**config.mk**
```make
export PLATFORM = sky130hd
export DESIGN_NAME = amd_ctrl
export DESIGN_NICKNAME = d
export VERILOG_FILES = /design/src/rtl/amd_pkg.sv /design/src/rtl/amd_ctrl.sv
export VERILOG_INCLUDE_DIRS = /design/src /design/src/rtl
export SDC_FILE = /design/constraint.sdc
export NUM_CORES = 1
export LEC_CHECK = 0
export BUFFER_PORTS_ARGS = -buffer_cell sky130_fd_sc_hd__buf_2
export CELL_PAD_IN_SITES_DETAIL_PLACEMENT = 1
export CELL_PAD_IN_SITES_GLOBAL_PLACEMENT = 1
export CORE_MARGIN = 2
export CORE_UTILIZATION = 42
export CTS_CLUSTER_DIAMETER = 40
export DETAILED_ROUTE_END_ITERATION = 16
export GPL_TIMING_DRIVEN = 0
export HOLD_SLACK_MARGIN = 0.02
export PLACE_DENSITY = 0.91
export SYNTH_ARGS = -nofsm -noshare
export SYNTH_HDL_FRONTEND = slang
export SYNTH_SLANG_ARGS = --single-unit
```
**constraint.sdc**
```tcl
create_clock -name clk -period 5.4 [get_ports clk]
set_input_delay 0.27 -clock clk [delete_from_list [all_inputs] [get_ports clk]]
set_output_delay 0.27 -clock clk [all_outputs]
set_load 0.01 [all_outputs]
```
**src/rtl/amd_defs.svh**
```systemverilog
// constants for the amplifier mode and turn-on diagnostic sequencer
`ifndef AMD_DEFS_SVH
`define AMD_DEFS_SVH
`define AMD_START_BIT 7
`define AMD_PAIR13_BIT 6
`define AMD_PAIR24_BIT 5
`define AMD_AMP_BIT 7
`define AMD_ACTIVE_BIT 7
`define AMD_VALID_BIT 6
`define AMD_FS_HZ 44100
`define AMD_SH_MS 5
`define AMD_PL_MS 162
`define AMD_DLY_MS 5
`define AMD_RISE_MS 5
`define AMD_MAX_MS 190
`endif

```
**src/rtl/amd_pkg.sv**
```systemverilog
// types for the amplifier mode and turn-on diagnostic sequencer
package amd_pkg;
  typedef enum logic [2:0] {
    AMD_STANDBY = 3'b001,
    AMD_TRISTATE = 3'b010,
    AMD_AMPLIFIER = 3'b100
  } amd_mode_t;
  typedef enum logic [4:0] {
    AMD_IDLE = 5'b00001,
    AMD_RISE = 5'b00010,
    AMD_SHORT = 5'b00100,
    AMD_PLATEAU = 5'b01000,
    AMD_DELAY = 5'b10000
  } amd_diag_t;
  typedef struct packed {
    logic short_gnd;
    logic short_vs;
    logic short_load;
    logic open_load;
    logic normal;
  } amd_fault_t;
endpackage : amd_pkg

```
**src/rtl/amd_ctrl.sv**
```systemverilog
// mode control and turn-on diagnostic sequencer of a quad amplifier
`timescale 1ns/10ps
`include "amd_defs.svh"
module amd_ctrl #(
  parameter int FS_HZ = `AMD_FS_HZ,
  parameter int SH_TICKS = `AMD_SH_MS * `AMD_FS_HZ / 1000,
  parameter int PL_TICKS = `AMD_PL_MS * `AMD_FS_HZ / 1000,
  parameter int DLY_TICKS = `AMD_DLY_MS * `AMD_FS_HZ / 1000,
  parameter int RISE_TICKS = `AMD_RISE_MS * `AMD_FS_HZ / 1000
) (
  input wire logic clk,
  input wire logic rst_n,
  input wire logic enable_pin,
  input wire logic sample_clk,
  input wire logic [7:0] diag_control_byte,
  input wire logic [7:0] mode_control_byte,
  input wire logic status_read,
  input wire amd_pkg::amd_fault_t [3:0] fault_spk,
  input wire logic [3:0] fault_boost_load,
  input wire logic [3:0] short_event,
  output logic [7:0] channel1_status_byte,
  output amd_pkg::amd_fault_t [3:0] chan_fault,
  output amd_pkg::amd_mode_t mode,
  output logic outputs_hiz,
  output logic [3:0] chan_mute,
  output logic enable_pin_out,
  output logic enable_pin_oe,
  output logic enable_pin_source,
  output logic diag_busy,
  output logic [3:0] booster_sel
);
  import amd_pkg::*;

  function automatic logic [17:0] phase_len(input amd_diag_t s);
    phase_len = 18'h00000;
    unique case (s)
      AMD_RISE: phase_len = 18'(RISE_TICKS);
      AMD_SHORT: phase_len = 18'(SH_TICKS);
      AMD_PLATEAU: phase_len = 18'(PL_TICKS);
      AMD_DELAY: phase_len = 18'(DLY_TICKS);
      AMD_IDLE: phase_len = 18'h00000;
    endcase
  endfunction : phase_len

  // reset release and pin synchronisers
  logic rst_m, rst_s;
  always_ff @(posedge clk or negedge rst_n) begin
    if (!rst_n) begin
      rst_m <= 1'b0;
      rst_s <= 1'b0;
    end else begin
      rst_m <= 1'b1;
      rst_s <= rst_m;
    end
  end

  logic en_m, en_s, fs_m, fs_s, fs_d;
  always_ff @(posedge clk or negedge rst_s) begin
    if (!rst_s) begin
      en_m <= 1'b0;
      en_s <= 1'b0;
      fs_m <= 1'b0;
      fs_s <= 1'b0;
      fs_d <= 1'b0;
    end else begin
      en_m <= enable_pin;
      en_s <= en_m;
      fs_m <= sample_clk;
      fs_s <= fs_m;
      fs_d <= fs_s;
    end
  end
  logic fs_tick;
  assign fs_tick = fs_s & ~fs_d; // one sample period

  // state
  amd_diag_t dstate, next_dstate;
  amd_mode_t next_mode;
  logic [17:0] cnt, next_cnt;
  logic start_d, next_start_d;
  logic active, next_active;
  logic valid, next_valid;
  amd_fault_t [3:0] next_chan_fault;
  logic [3:0] next_mute;
  logic next_busy, next_hiz, next_pin_out, next_pin_oe, next_source;
  logic [3:0] next_booster;
  logic [7:0] next_status;
  logic start_bit, amp_bit, start_rise;
  amd_fault_t res;

  assign start_bit = diag_control_byte[`AMD_START_BIT];
  assign amp_bit = mode_control_byte[`AMD_AMP_BIT];
  assign start_rise = start_bit & ~start_d;

  // next values of mode, sequencer and result registers
  always_comb begin
    next_dstate = dstate;
    next_cnt = cnt;
    next_start_d = start_bit;
    next_active = active;
    next_valid = valid;
    next_chan_fault = chan_fault;
    next_mute = chan_mute;
    next_source = 1'b0;
    next_booster[0] = diag_control_byte[`AMD_PAIR13_BIT];
    next_booster[2] = diag_control_byte[`AMD_PAIR13_BIT];
    next_booster[1] = diag_control_byte[`AMD_PAIR24_BIT];
    next_booster[3] = diag_control_byte[`AMD_PAIR24_BIT];
    res = '0;
    // a read clears the results, but a latch in the same cycle
    // is applied after this and so wins over the read
    if (status_read) begin
      next_chan_fault = '0;
      next_valid = 1'b0;
    end
    unique case (dstate)
      AMD_IDLE: begin
        if (start_rise && mode == AMD_TRISTATE) begin
          next_dstate = AMD_RISE;
          next_cnt = '0;
          next_chan_fault = '0;
          next_valid = 1'b0;
        end
      end
      default: begin
        // start writes have no effect here
        if (fs_tick) begin
          if (cnt + 18'h00001 >= phase_len(dstate)) begin
            next_cnt = '0;
            unique case (dstate)
              AMD_RISE: next_dstate = AMD_SHORT;
              AMD_SHORT: next_dstate = AMD_PLATEAU;
              AMD_PLATEAU: begin
                next_dstate = AMD_DELAY;
                for (int i = 0; i < 4; i++) begin
                  res = fault_spk[i];
                  if (booster_sel[i]) begin
                    res.short_load = fault_boost_load[i] & ~fault_spk[i].open_load;
                  end
                  next_chan_fault[i] = res;
                end
                next_valid = 1'b1;
              end
              AMD_DELAY: next_dstate = AMD_IDLE;
              default: next_dstate = AMD_IDLE;
            endcase
          end else begin
            next_cnt = cnt + 18'h00001;
          end
        end
      end
    endcase
    // mode selection: enable low overrides everything, including a
    // running sequence, so the sequencer is sent back to idle
    // the amplifier request is held off while a start edge is pending,
    // so a combined write in tristate runs the diagnostic first
    if (!en_s) begin
      next_active = 1'b0;
      next_dstate = AMD_IDLE;
      next_cnt = '0;
      next_mute = 4'hf;
      next_source = (mode == AMD_AMPLIFIER);
    end else if (!active && amp_bit && (dstate == AMD_IDLE) && !start_rise) begin
      next_active = 1'b1;
      next_mute = 4'hf;
    end else if (active && !amp_bit) begin
      next_active = 1'b0;
    end
    // permanent diagnostic: a short replaces the kept turn-on result
    if (active) begin
      for (int i = 0; i < 4; i++) begin
        if (short_event[i]) begin
          next_chan_fault[i] = '0;
          next_chan_fault[i].short_load = 1'b1;
        end
      end
    end
    if (!en_s) begin
      next_mode = AMD_STANDBY;
    end else if (next_active) begin
      next_mode = AMD_AMPLIFIER;
    end else begin
      next_mode = AMD_TRISTATE;
    end
    next_hiz = (next_mode != AMD_AMPLIFIER);
    next_pin_oe = (next_mode == AMD_AMPLIFIER) | next_source;
    next_pin_out = next_pin_oe;
    next_busy = (next_dstate != AMD_IDLE);
    next_status = '0;
    next_status[`AMD_ACTIVE_BIT] = next_active;
    next_status[`AMD_VALID_BIT] = next_valid;
    next_status[4:0] = next_chan_fault[0];
  end

  // registers
  always_ff @(posedge clk or negedge rst_s) begin
    if (!rst_s) begin
      dstate <= AMD_IDLE;
      cnt <= '0;
      start_d <= 1'b0;
      active <= 1'b0;
      valid <= 1'b0;
      chan_fault <= '0;
      chan_mute <= 4'hf;
      mode <= AMD_STANDBY;
      outputs_hiz <= 1'b1;
      enable_pin_out <= 1'b0;
      enable_pin_oe <= 1'b0;
      enable_pin_source <= 1'b0;
      diag_busy <= 1'b0;
      booster_sel <= '0;
      channel1_status_byte <= '0;
    end else begin
      dstate <= next_dstate;
      cnt <= next_cnt;
      start_d <= next_start_d;
      active <= next_active;
      valid <= next_valid;
      chan_fault <= next_chan_fault;
      chan_mute <= next_mute;
      mode <= next_mode;
      outputs_hiz <= next_hiz;
      enable_pin_out <= next_pin_out;
      enable_pin_oe <= next_pin_oe;
      enable_pin_source <= next_source;
      diag_busy <= next_busy;
      booster_sel <= next_booster;
      channel1_status_byte <= next_status;
    end
  end

  // checks
  standby_mode_a: assert property (@(posedge clk) disable iff (!rst_s)
    !en_s |=> mode == AMD_STANDBY) else $error("standby not entered");
  tristate_hiz_a: assert property (@(posedge clk) disable iff (!rst_s)
    mode == AMD_TRISTATE |-> outputs_hiz) else $error("tristate not hiz");
  amp_active_a: assert property (@(posedge clk) disable iff (!rst_s)
    mode == AMD_AMPLIFIER |-> channel1_status_byte[7]) else $error("active bit");
  amp_muted_a: assert property (@(posedge clk) disable iff (!rst_s)
    $rose(mode == AMD_AMPLIFIER) |-> chan_mute == 4'hf) else $error("not muted");
  pin_drive_a: assert property (@(posedge clk) disable iff (!rst_s)
    mode == AMD_AMPLIFIER |-> enable_pin_oe) else $error("pin not driven");
  start_gate_a: assert property (@(posedge clk) disable iff (!rst_s)
    dstate == AMD_IDLE && next_dstate == AMD_RISE |-> mode == AMD_TRISTATE && start_rise)
    else $error("bad start");
  no_restart_a: assert property (@(posedge clk) disable iff (!rst_s)
    dstate != AMD_IDLE && en_s |=> dstate != AMD_RISE || $past(dstate) == AMD_RISE)
    else $error("restart");
  latch_end_a: assert property (@(posedge clk) disable iff (!rst_s)
    dstate == AMD_PLATEAU ##1 dstate == AMD_DELAY |-> valid) else $error("no latch");
  read_clear_a: assert property (@(posedge clk) disable iff (!rst_s)
    status_read && dstate != AMD_PLATEAU && !active |=> !valid) else $error("no clear");
  bound_cnt_a: assert property (@(posedge clk) disable iff (!rst_s)
    cnt <= 18'(PL_TICKS)) else $error("phase overrun");

  // standby keeps the outputs off and all channels muted
  stby_quiet_a: assert property (@(posedge clk) disable iff (!rst_s)
    mode == AMD_STANDBY |-> outputs_hiz && chan_mute == 4'hf)
    else $error("standby not quiet");

  // tristate reports the amplifier-active bit clear
  tri_status_a: assert property (@(posedge clk) disable iff (!rst_s)
    mode == AMD_TRISTATE |-> !channel1_status_byte[7])
    else $error("tristate active bit");

  // amplifier mode releases the outputs
  amp_drive_a: assert property (@(posedge clk) disable iff (!rst_s)
    mode == AMD_AMPLIFIER |-> !outputs_hiz)
    else $error("amplifier outputs hiz");

  // the pin is only ever driven to its own high level
  pin_level_a: assert property (@(posedge clk) disable iff (!rst_s)
    enable_pin_oe |-> enable_pin_out)
    else $error("pin level");

  // current sourcing only accompanies the fall into standby
  source_stby_a: assert property (@(posedge clk) disable iff (!rst_s)
    enable_pin_source |-> mode == AMD_STANDBY && enable_pin_oe)
    else $error("source outside leave");

  // a running sequence only ever belongs to tristate
  busy_tri_a: assert property (@(posedge clk) disable iff (!rst_s)
    diag_busy |-> mode == AMD_TRISTATE)
    else $error("busy outside tristate");

  // a start bit that simply stays high never starts a new cycle
  level_hold_a: assert property (@(posedge clk) disable iff (!rst_s)
    dstate == AMD_IDLE && start_d && start_bit |=> dstate == AMD_IDLE)
    else $error("level retrigger");

  // pair selection follows the two control bits one cycle later
  pair_select_a: assert property (@(posedge clk) disable iff (!rst_s)
    1'b1 |=> booster_sel == {2{$past(diag_control_byte[`AMD_PAIR24_BIT]),
    $past(diag_control_byte[`AMD_PAIR13_BIT])}})
    else $error("pair select");

  // the consistency flag in the status byte mirrors the latch
  valid_flag_a: assert property (@(posedge clk) disable iff (!rst_s)
    channel1_status_byte[`AMD_VALID_BIT] == valid)
    else $error("valid flag");

  // an output short in amplifier mode replaces the kept result
  short_swap_a: assert property (@(posedge clk) disable iff (!rst_s)
    active && short_event[2] |=> chan_fault[2].short_load)
    else $error("short not recorded");

  diag_run_c: cover property (@(posedge clk) disable iff (!rst_s) $fell(diag_busy));
  amp_enter_c: cover property (@(posedge clk) disable iff (!rst_s) $rose(mode == AMD_AMPLIFIER));
  source_c: cover property (@(posedge clk) disable iff (!rst_s) enable_pin_source);
  // a status read that clears latched results
  read_c: cover property (@(posedge clk) disable iff (!rst_s)
    status_read && valid);
  // a short reported during amplifier mode
  short_c: cover property (@(posedge clk) disable iff (!rst_s)
    active && short_event != 4'h0);
endmodule : amd_ctrl

```
==> out/metrics.cfg, run 1 <==
[die]
design.core.area_mm2=0.00773
die_area_mm2=0.00867
start_util_pct=43.2
io_pins=93
row_count=32
die_w_um=93.1
die_height_um=93.1

[worst_setup_path]
cp.arrival_ns=4.46
r2r_start=dstate[0]
crit_family=compound AO/OA/AOI/OAI gates
cp-start-kind=flip-flop
worst-path-max-fanout=10
worst-path-buf-inv=3
crit_start=dstate[0]
cp_slowest_stage_delay_ns=0.53
endpoint_kind=flip-flop
worstPathCellList=clkbuf_1 > nor3_1 > a22oi_1 > inv_1 > ha_1 > a21oi_1 > nand2_1 > o2111ai_1 > and4_4 > nand3_4 > o21ai_1 > clkbuf_1 > nand3_1 > a21oi_1
critical_path_class=flip-flop to flip-flop
slowest_stage=dfstp_2
worst_ep_required_time_ns=5.66

[timing]
rsz0062_at_grt=no
max_freq_mhz=238
slew_headroom_pct=58.1
finalHoldViolCount=0
worst_clock_skew_ns=0.00656
finalSetupTns_ns=0
period_share_pct=77.9
tightest_slew_ns=0.623
setup-violations-final=0
fin_hold_ws_ns=0.0317
drv_slew=0
fin_crit_ns=4.20

[yosys]
synth_flop_cell=dfrtp_1
synth_cell_types=60
synth.most_common_cell=dfrtp_1
synth_edf_count=0
synth_common_cells=dfrtp_1 (58), a21oi_1 (33), nand2_1 (32)
yosysTopAreaCell=dfrtp_1
yosysSeqAreaShare_pct=45.9
yosys-top-cells-area=dfrtp_1 (44%), a21oi_1 (5.0%), nand3_1 (4.7%)
synth.top_cell.area_share_pct=43.5
synth.cell_area_mm2=0.00334
ys_warn_count=0
synthCells=361
synth_seq_cells=61
ys_async_sr_fraction_pct=100
syn_area_per_cell_um2=9.24

[layout]
drive_above_1_share_pct=28.4
num_antenna_cells=0
num-nets-final=509
final_util_pct=53.5
multi_input_area_mm2=0.00156
fillers=944
area.growth.synth_to_final_pct=23.9
seq_area_mm2=0.00153

[clock_tree]
cts_tree=built
clock_sinks=61
clk_latency_ns=0.34
htree_levels=3
numCtsBuffers=9
ctsResizeCount=0
clockBufferDepth=2
path_clk_slew_ns=0.07
clockRootBuffer=clkbuf_8

[placed_design]
place.detailed.hpwl_um=7040
portBuffers=75
globalplace.congestion=0.808

[grt]
grt_max_degree=43
grt_usage_pct=22.7
grt_pass1_vias=3295
grt_pass1_wl_um=15500
grt_overflow=0
antenna_found_initial=0

[drt]
detail-route-antenna-nets=0
drtPass1Iterations=4
drc_errors=0
wl_per_cell_um=16.9
first_iter_violations=78
route.vias.total=3089
avgViaCountPerCell=5.52
drt-total-wl_um=9480

[outcome]
status=finished, final reports clean

[hold_path]
hp-class=input pin to flip-flop
min-delay-start=enable_pin

[flow_run]
max_cap_viol_count=0

[power_and_ir_drop]
vdd_drop_max_uv=126
cellLeakagePower_nw=2.01
power_density_mw_per_mm2=286

==> path summary, 6_finish.rpt <==
check | slack, ns | depth (start not counted) | to
min in group asynchronous | 0.20 | 0 | cnt[8]
worst max register to register | 1.20 | 14 | chan_fault[14]
worst min register to register | 0.20 | 0 | cnt[8]
worst min-delay path | 0.03 | 1 | en_m
worst max-delay path | 1.20 | 14 | chan_fault[14]
max in group asynchronous | 4.57 | 1 | outputs_hiz
==> power breakdown <==
| group | internal [mW] | leakage [nW] | total (mW) | switching, mW |
|---|---|---|---|---|
| registers | 0.483 | 0.811 | 0.503 | 0.0206 |
| logic | 0.0746 | 1.08 | 0.174 | 0.0991 |
| clock network | 0.318 | 0.119 | 0.505 | 0.187 |
| total | 0.875 | 2.01 | 1.18 | 0.307 |
==> metrics by stage <==
| step | setup slack [ns] | power (mW) | cells | instance area, um2 |
|---|---|---|---|---|
| 4_1_cts | 1.20 | 1.19 | 560 | 4130 |
| 3_5_place_dp | 1.27 | 0.684 | 543 | 3870 |
| 6_report | 1.20 | 1.18 | 560 | 4130 |
| 2_1_floorplan | 2.13 | 0.616 | 365 | 3350 |
| 5_1_grt | 0.866 | 1.23 | 560 | 4130 |
| 3_3_place_gp | 1.57 | 0.674 | 542 | 3850 |
==> cells in the final DEF (no fill, tap or decap), drive strengths merged, types with 2 or more instances in the layout <==
cell	n
nor2b	4
nand4	5
a22o	2
a311o	2
buf	101
nand2	32
and3	8
dfrtp	58
clkinvlp	2
o211ai	5
xor2	4
xnor2	3
nor2	16
nor3	6
clkbuf	21
a21oi	33
dfstp	3
and2	10
or2	3
nand2b	8
or3	10
nor4	6
ha	7
a21o	3
clkinv	2
conb	6
a211o	2
nor4b	2
nand3b	3
nand3	32
bufinv	3
a31oi	3
o31ai	2
o21ai	16
inv	10
o22ai	2
o21a	3
nor3b	4
==> state kept, by name, summed over array words and instances, names as in the netlist <==
| name | count |
|---|---|
| channel1_status_byte | 6 |
| en_s | 1 |
| rst_m | 1 |
| diag_busy | 1 |
| fs_d | 1 |
| enable_pin_source | 1 |
| dstate | 5 |
| rst_s | 1 |
| fs_m | 1 |
| fs_s | 1 |
| booster_sel | 2 |
| mode | 3 |
| chan_fault | 15 |
| cnt | 18 |
| start_d | 1 |
| en_m | 1 |
| enable_pin_oe | 1 |
| outputs_hiz | 1 |
==> worst register-to-register path: stages, from the launching register on <==
cell,delay [ns]
dfstp_2,0.53
clkbuf_1,0.31
nor3_1,0.10
a22oi_1,0.47
inv_1,0.22
ha_1,0.36
a21oi_1,0.18
nand2_1,0.08
o2111ai_1,0.23
and4_4,0.27
nand3_4,0.12
o21ai_1,0.41
clkbuf_1,0.47
nand3_1,0.16
a21oi_1,0.21
==> cell families (layout without fill, tap and decap cells) <==
logic type / after synthesis / count (layout) / share of synthesized area (%)
compound gates: 84 / 84 / 16.4
simple gates: 152 / 152 / 25.1
mux: 1 / 1 / 0.300
flops: 61 / 61 / 45.9
xor+xnor: 7 / 7 / 1.84
fa+ha+maj: 7 / 7 / 2.63
buf+inv: 47 / 140 / 7.69
other cells: 2 / 6 / 0.225
==> timing repair <==
item,4_1_cts,5_1_grt
hold buffers,1,0
endpoints found under the hold margin,2,0
buffers inserted,0,0
==> per-layer routing <==
| metal | up-vias | share of wire, % | track usage, % |
|---|---|---|---|
| met4 | 0 | 1.6 | 7.84 |
| met1 | 1528 | 41 | 25.5 |
| met5 | - | 0 | 0 |
| met2 | 92 | 52 | 42.3 |
| li1 | 1452 | - | - |
| met3 | 17 | 5.3 | 4.75 |
==> layout make-up <==
| class | count | area share (%) |
|---|---|---|
| plain buffers | 36 | 5.21 |
| clock buffers | 10 | 3.33 |
| clock inverters | 6 | 2.66 |
| inverters | 11 | 0.999 |
| multi-input cells | 257 | 37.8 |
| flip-flops and latches | 61 | 37.1 |
| well taps | 102 | 3.09 |
| repair buffers | 77 | 9.81 |
(Power assumes the default switching activity.)
==> run 2, diff against run 1 <==
--- a/config.mk
+++ b/config.mk
@@ -10,12 +10,12 @@
 export CELL_PAD_IN_SITES_DETAIL_PLACEMENT = 1
 export CELL_PAD_IN_SITES_GLOBAL_PLACEMENT = 1
 export CORE_MARGIN = 2
-export CORE_UTILIZATION = 42
+export CORE_UTILIZATION = 35
 export CTS_CLUSTER_DIAMETER = 40
 export DETAILED_ROUTE_END_ITERATION = 16
 export GPL_TIMING_DRIVEN = 0
 export HOLD_SLACK_MARGIN = 0.02
-export PLACE_DENSITY = 0.91
+export PLACE_DENSITY = 0.82
 export SYNTH_ARGS = -nofsm -noshare
 export SYNTH_HDL_FRONTEND = slang
 export SYNTH_SLANG_ARGS = --single-unit
==> constraint.sdc (replaced) <==
create_clock -name clk -period 3.7 [get_ports clk]
set_input_delay 0.185 -clock clk [delete_from_list [all_inputs] [get_ports clk]]
set_output_delay 0.185 -clock clk [all_outputs]
set_load 0.01 [all_outputs]
==> run 2 against run 1 <==
Combinational power up 51%. Highest routed layer unchanged. Via count grew 0.42%. Sequential power rose by 47%. Critical path type unchanged. Hold slack improved by 0.038 ns. Critical endpoint is now cnt[12]. Register-to-register slack got worse by 0.97 ns.
==> out/metrics.cfg, run 2 (same netlist as run 1, synthesis figures left out) <==
[outcome]
status=finished, final reports clean

[timing]
fin_hold_ws_ns=0.0701
tightest_slew_ns=0.747
finalSetupTns_ns=0
drv_slew=0
worst_clock_skew_ns=0.0118
finalHoldViolCount=0
rsz0062_at_grt=no
fin_ws_ns=0.224
slew_headroom_pct=50.2
max_freq_mhz=288
setup-violations-final=0
period_share_pct=93.9
fin_crit_ns=3.48

[grt]
grt_max_degree=34
grt_pass1_wl_um=15800
antenna_found_initial=0
grt_overflow=0
grt_pass1_vias=3170
grt_usage_pct=19.6

[clock_tree]
cts_tree=built
clk_latency_ns=0.35
numCtsBuffers=9
htree_levels=3
clock_sinks=61
clockRootBuffer=clkbuf_8
clockBufferDepth=2
path_clk_slew_ns=0.08

[die]
die_height_um=102
design.core.area_mm2=0.00924
row_count=35
start_util_pct=36.1
die_w_um=102
die_area_mm2=0.0103
io_pins=93

[drt]
drtPass1Iterations=4
route.vias.total=3102
first_iter_violations=107
detail-route-antenna-nets=0
drc_errors=0
drt-total-wl_um=9870
avgViaCountPerCell=5.24
wl_per_cell_um=16.7

[worst_setup_path]
worst_ep_required_time_ns=3.97
cp.arrival_ns=3.74
worst-path-max-fanout=10
endpoint_kind=flip-flop
critical_path_class=flip-flop to flip-flop
cp-start-kind=flip-flop

[layout]
drive_above_1_share_pct=32.4
largest_register_ffs=18
largest_register=cnt
top_regs=cnt (18), chan_fault (15), channel1_status_byte (6)
final_cell_mix=buf_2 (78), dfrtp_1 (53), nand2_1 (32), a21oi_1 (32), nand3_1 (30)
final_common_cell=buf_2
num-nets-final=514
area.growth.synth_to_final_pct=29.2
num_antenna_cells=0
final_cell_area_mm2=0.00431
final_util_pct=46.6
instances_no_fill=592

[power_and_ir_drop]
power_density_mw_per_mm2=405
cellLeakagePower_nw=2.06
vdd_drop_max_uv=187
finalPower_mw=1.74

[placed_design]
place_inst=570
place_ws_ns=-0.308
placed_cell_area_mm2=0.00391
place.detailed.hpwl_um=7030
globalplace.congestion=0.867
portBuffers=75

[hold_path]
hp-class=input pin to flip-flop

[flow_run]
max_cap_viol_count=0

[run 2: changes by cell type in the layout (fill, tap and decap cells not counted), moves of 4 or more]
cell           before  now
buf_4              18   22
dfrtp_1            57   53
dfrtp_2             1    5
clkbuf_1           11    4
dlygate4sd3_1       1    6
[run 2: report_power, final]
| part | total (mW) | switching (mW) | leakage (nW) | internal, mW |
|---|---|---|---|---|
| clock | 0.742 | 0.291 | 0.116 | 0.451 |
| combinational | 0.263 | 0.146 | 1.14 | 0.116 |
| sequential | 0.740 | 0.0363 | 0.804 | 0.704 |
| total | 1.74 | 0.474 | 2.06 | 1.27 |
[run 2: layout make-up]
type / instances / area (um2)
clock inverter: 7 / 123
clock buffer: 9 / 124
timing repair buffer: 87 / 493
buffer: 31 / 209
fill: 1113 / 4930
inverter: 11 / 41.3
tap: 129 / 161
multi-input combinational: 257 / 1620
sequential: 61 / 1540
[run 2: timing repair]
action,4_1_cts,5_1_grt
setup endpoints to repair,34,35
gates resized for setup,5,20
setup buffers,0,5
pin swaps,0,4
hold buffers,6,0
hold endpoints to repair,7,0
[run 2: critical path, cell delays in order, from the launching register on]
cell and delay (ns):
dfrtp_1 0.34, buf_6 0.14, nand4_4 0.14, or3_1 0.40
buf_2 0.17, xnor2_1 0.13, ha_1 0.31, a21oi_2 0.17
nand2_1 0.08, o2111ai_2 0.17, and4_4 0.26, nand3_4 0.12
or3_4 0.43, buf_6 0.15, or3_1 0.30, o21ai_1 0.08
[run 2: metal layers]
layer | share of wire [%] | up-vias | track usage (%)
met5 | 0 | - | 0
met1 | 43 | 1539 | 23.5
met3 | 5.2 | 10 | 4.35
met4 | 1.1 | 0 | 5.61
met2 | 51 | 85 | 35.0
li1 | - | 1468 | -
[run 2: final timing paths]
| path | from | end | slack [ns] | cells past startpoint |
|---|---|---|---|---|
| worst max-delay path | cnt[4] | cnt[12] | 0.22 | 15 |
| worst min-delay path | fault_spk[8] | chan_fault[8] | 0.07 | 3 |
| worst max register to register | cnt[4] | cnt[12] | 0.22 | 15 |
| worst min register to register | rst_s | chan_fault[16] | 0.34 | 0 |
| max in group asynchronous | rst_s | dstate[0] | 2.67 | 1 |
| min in group asynchronous | rst_n | rst_s | 0.13 | 2 |
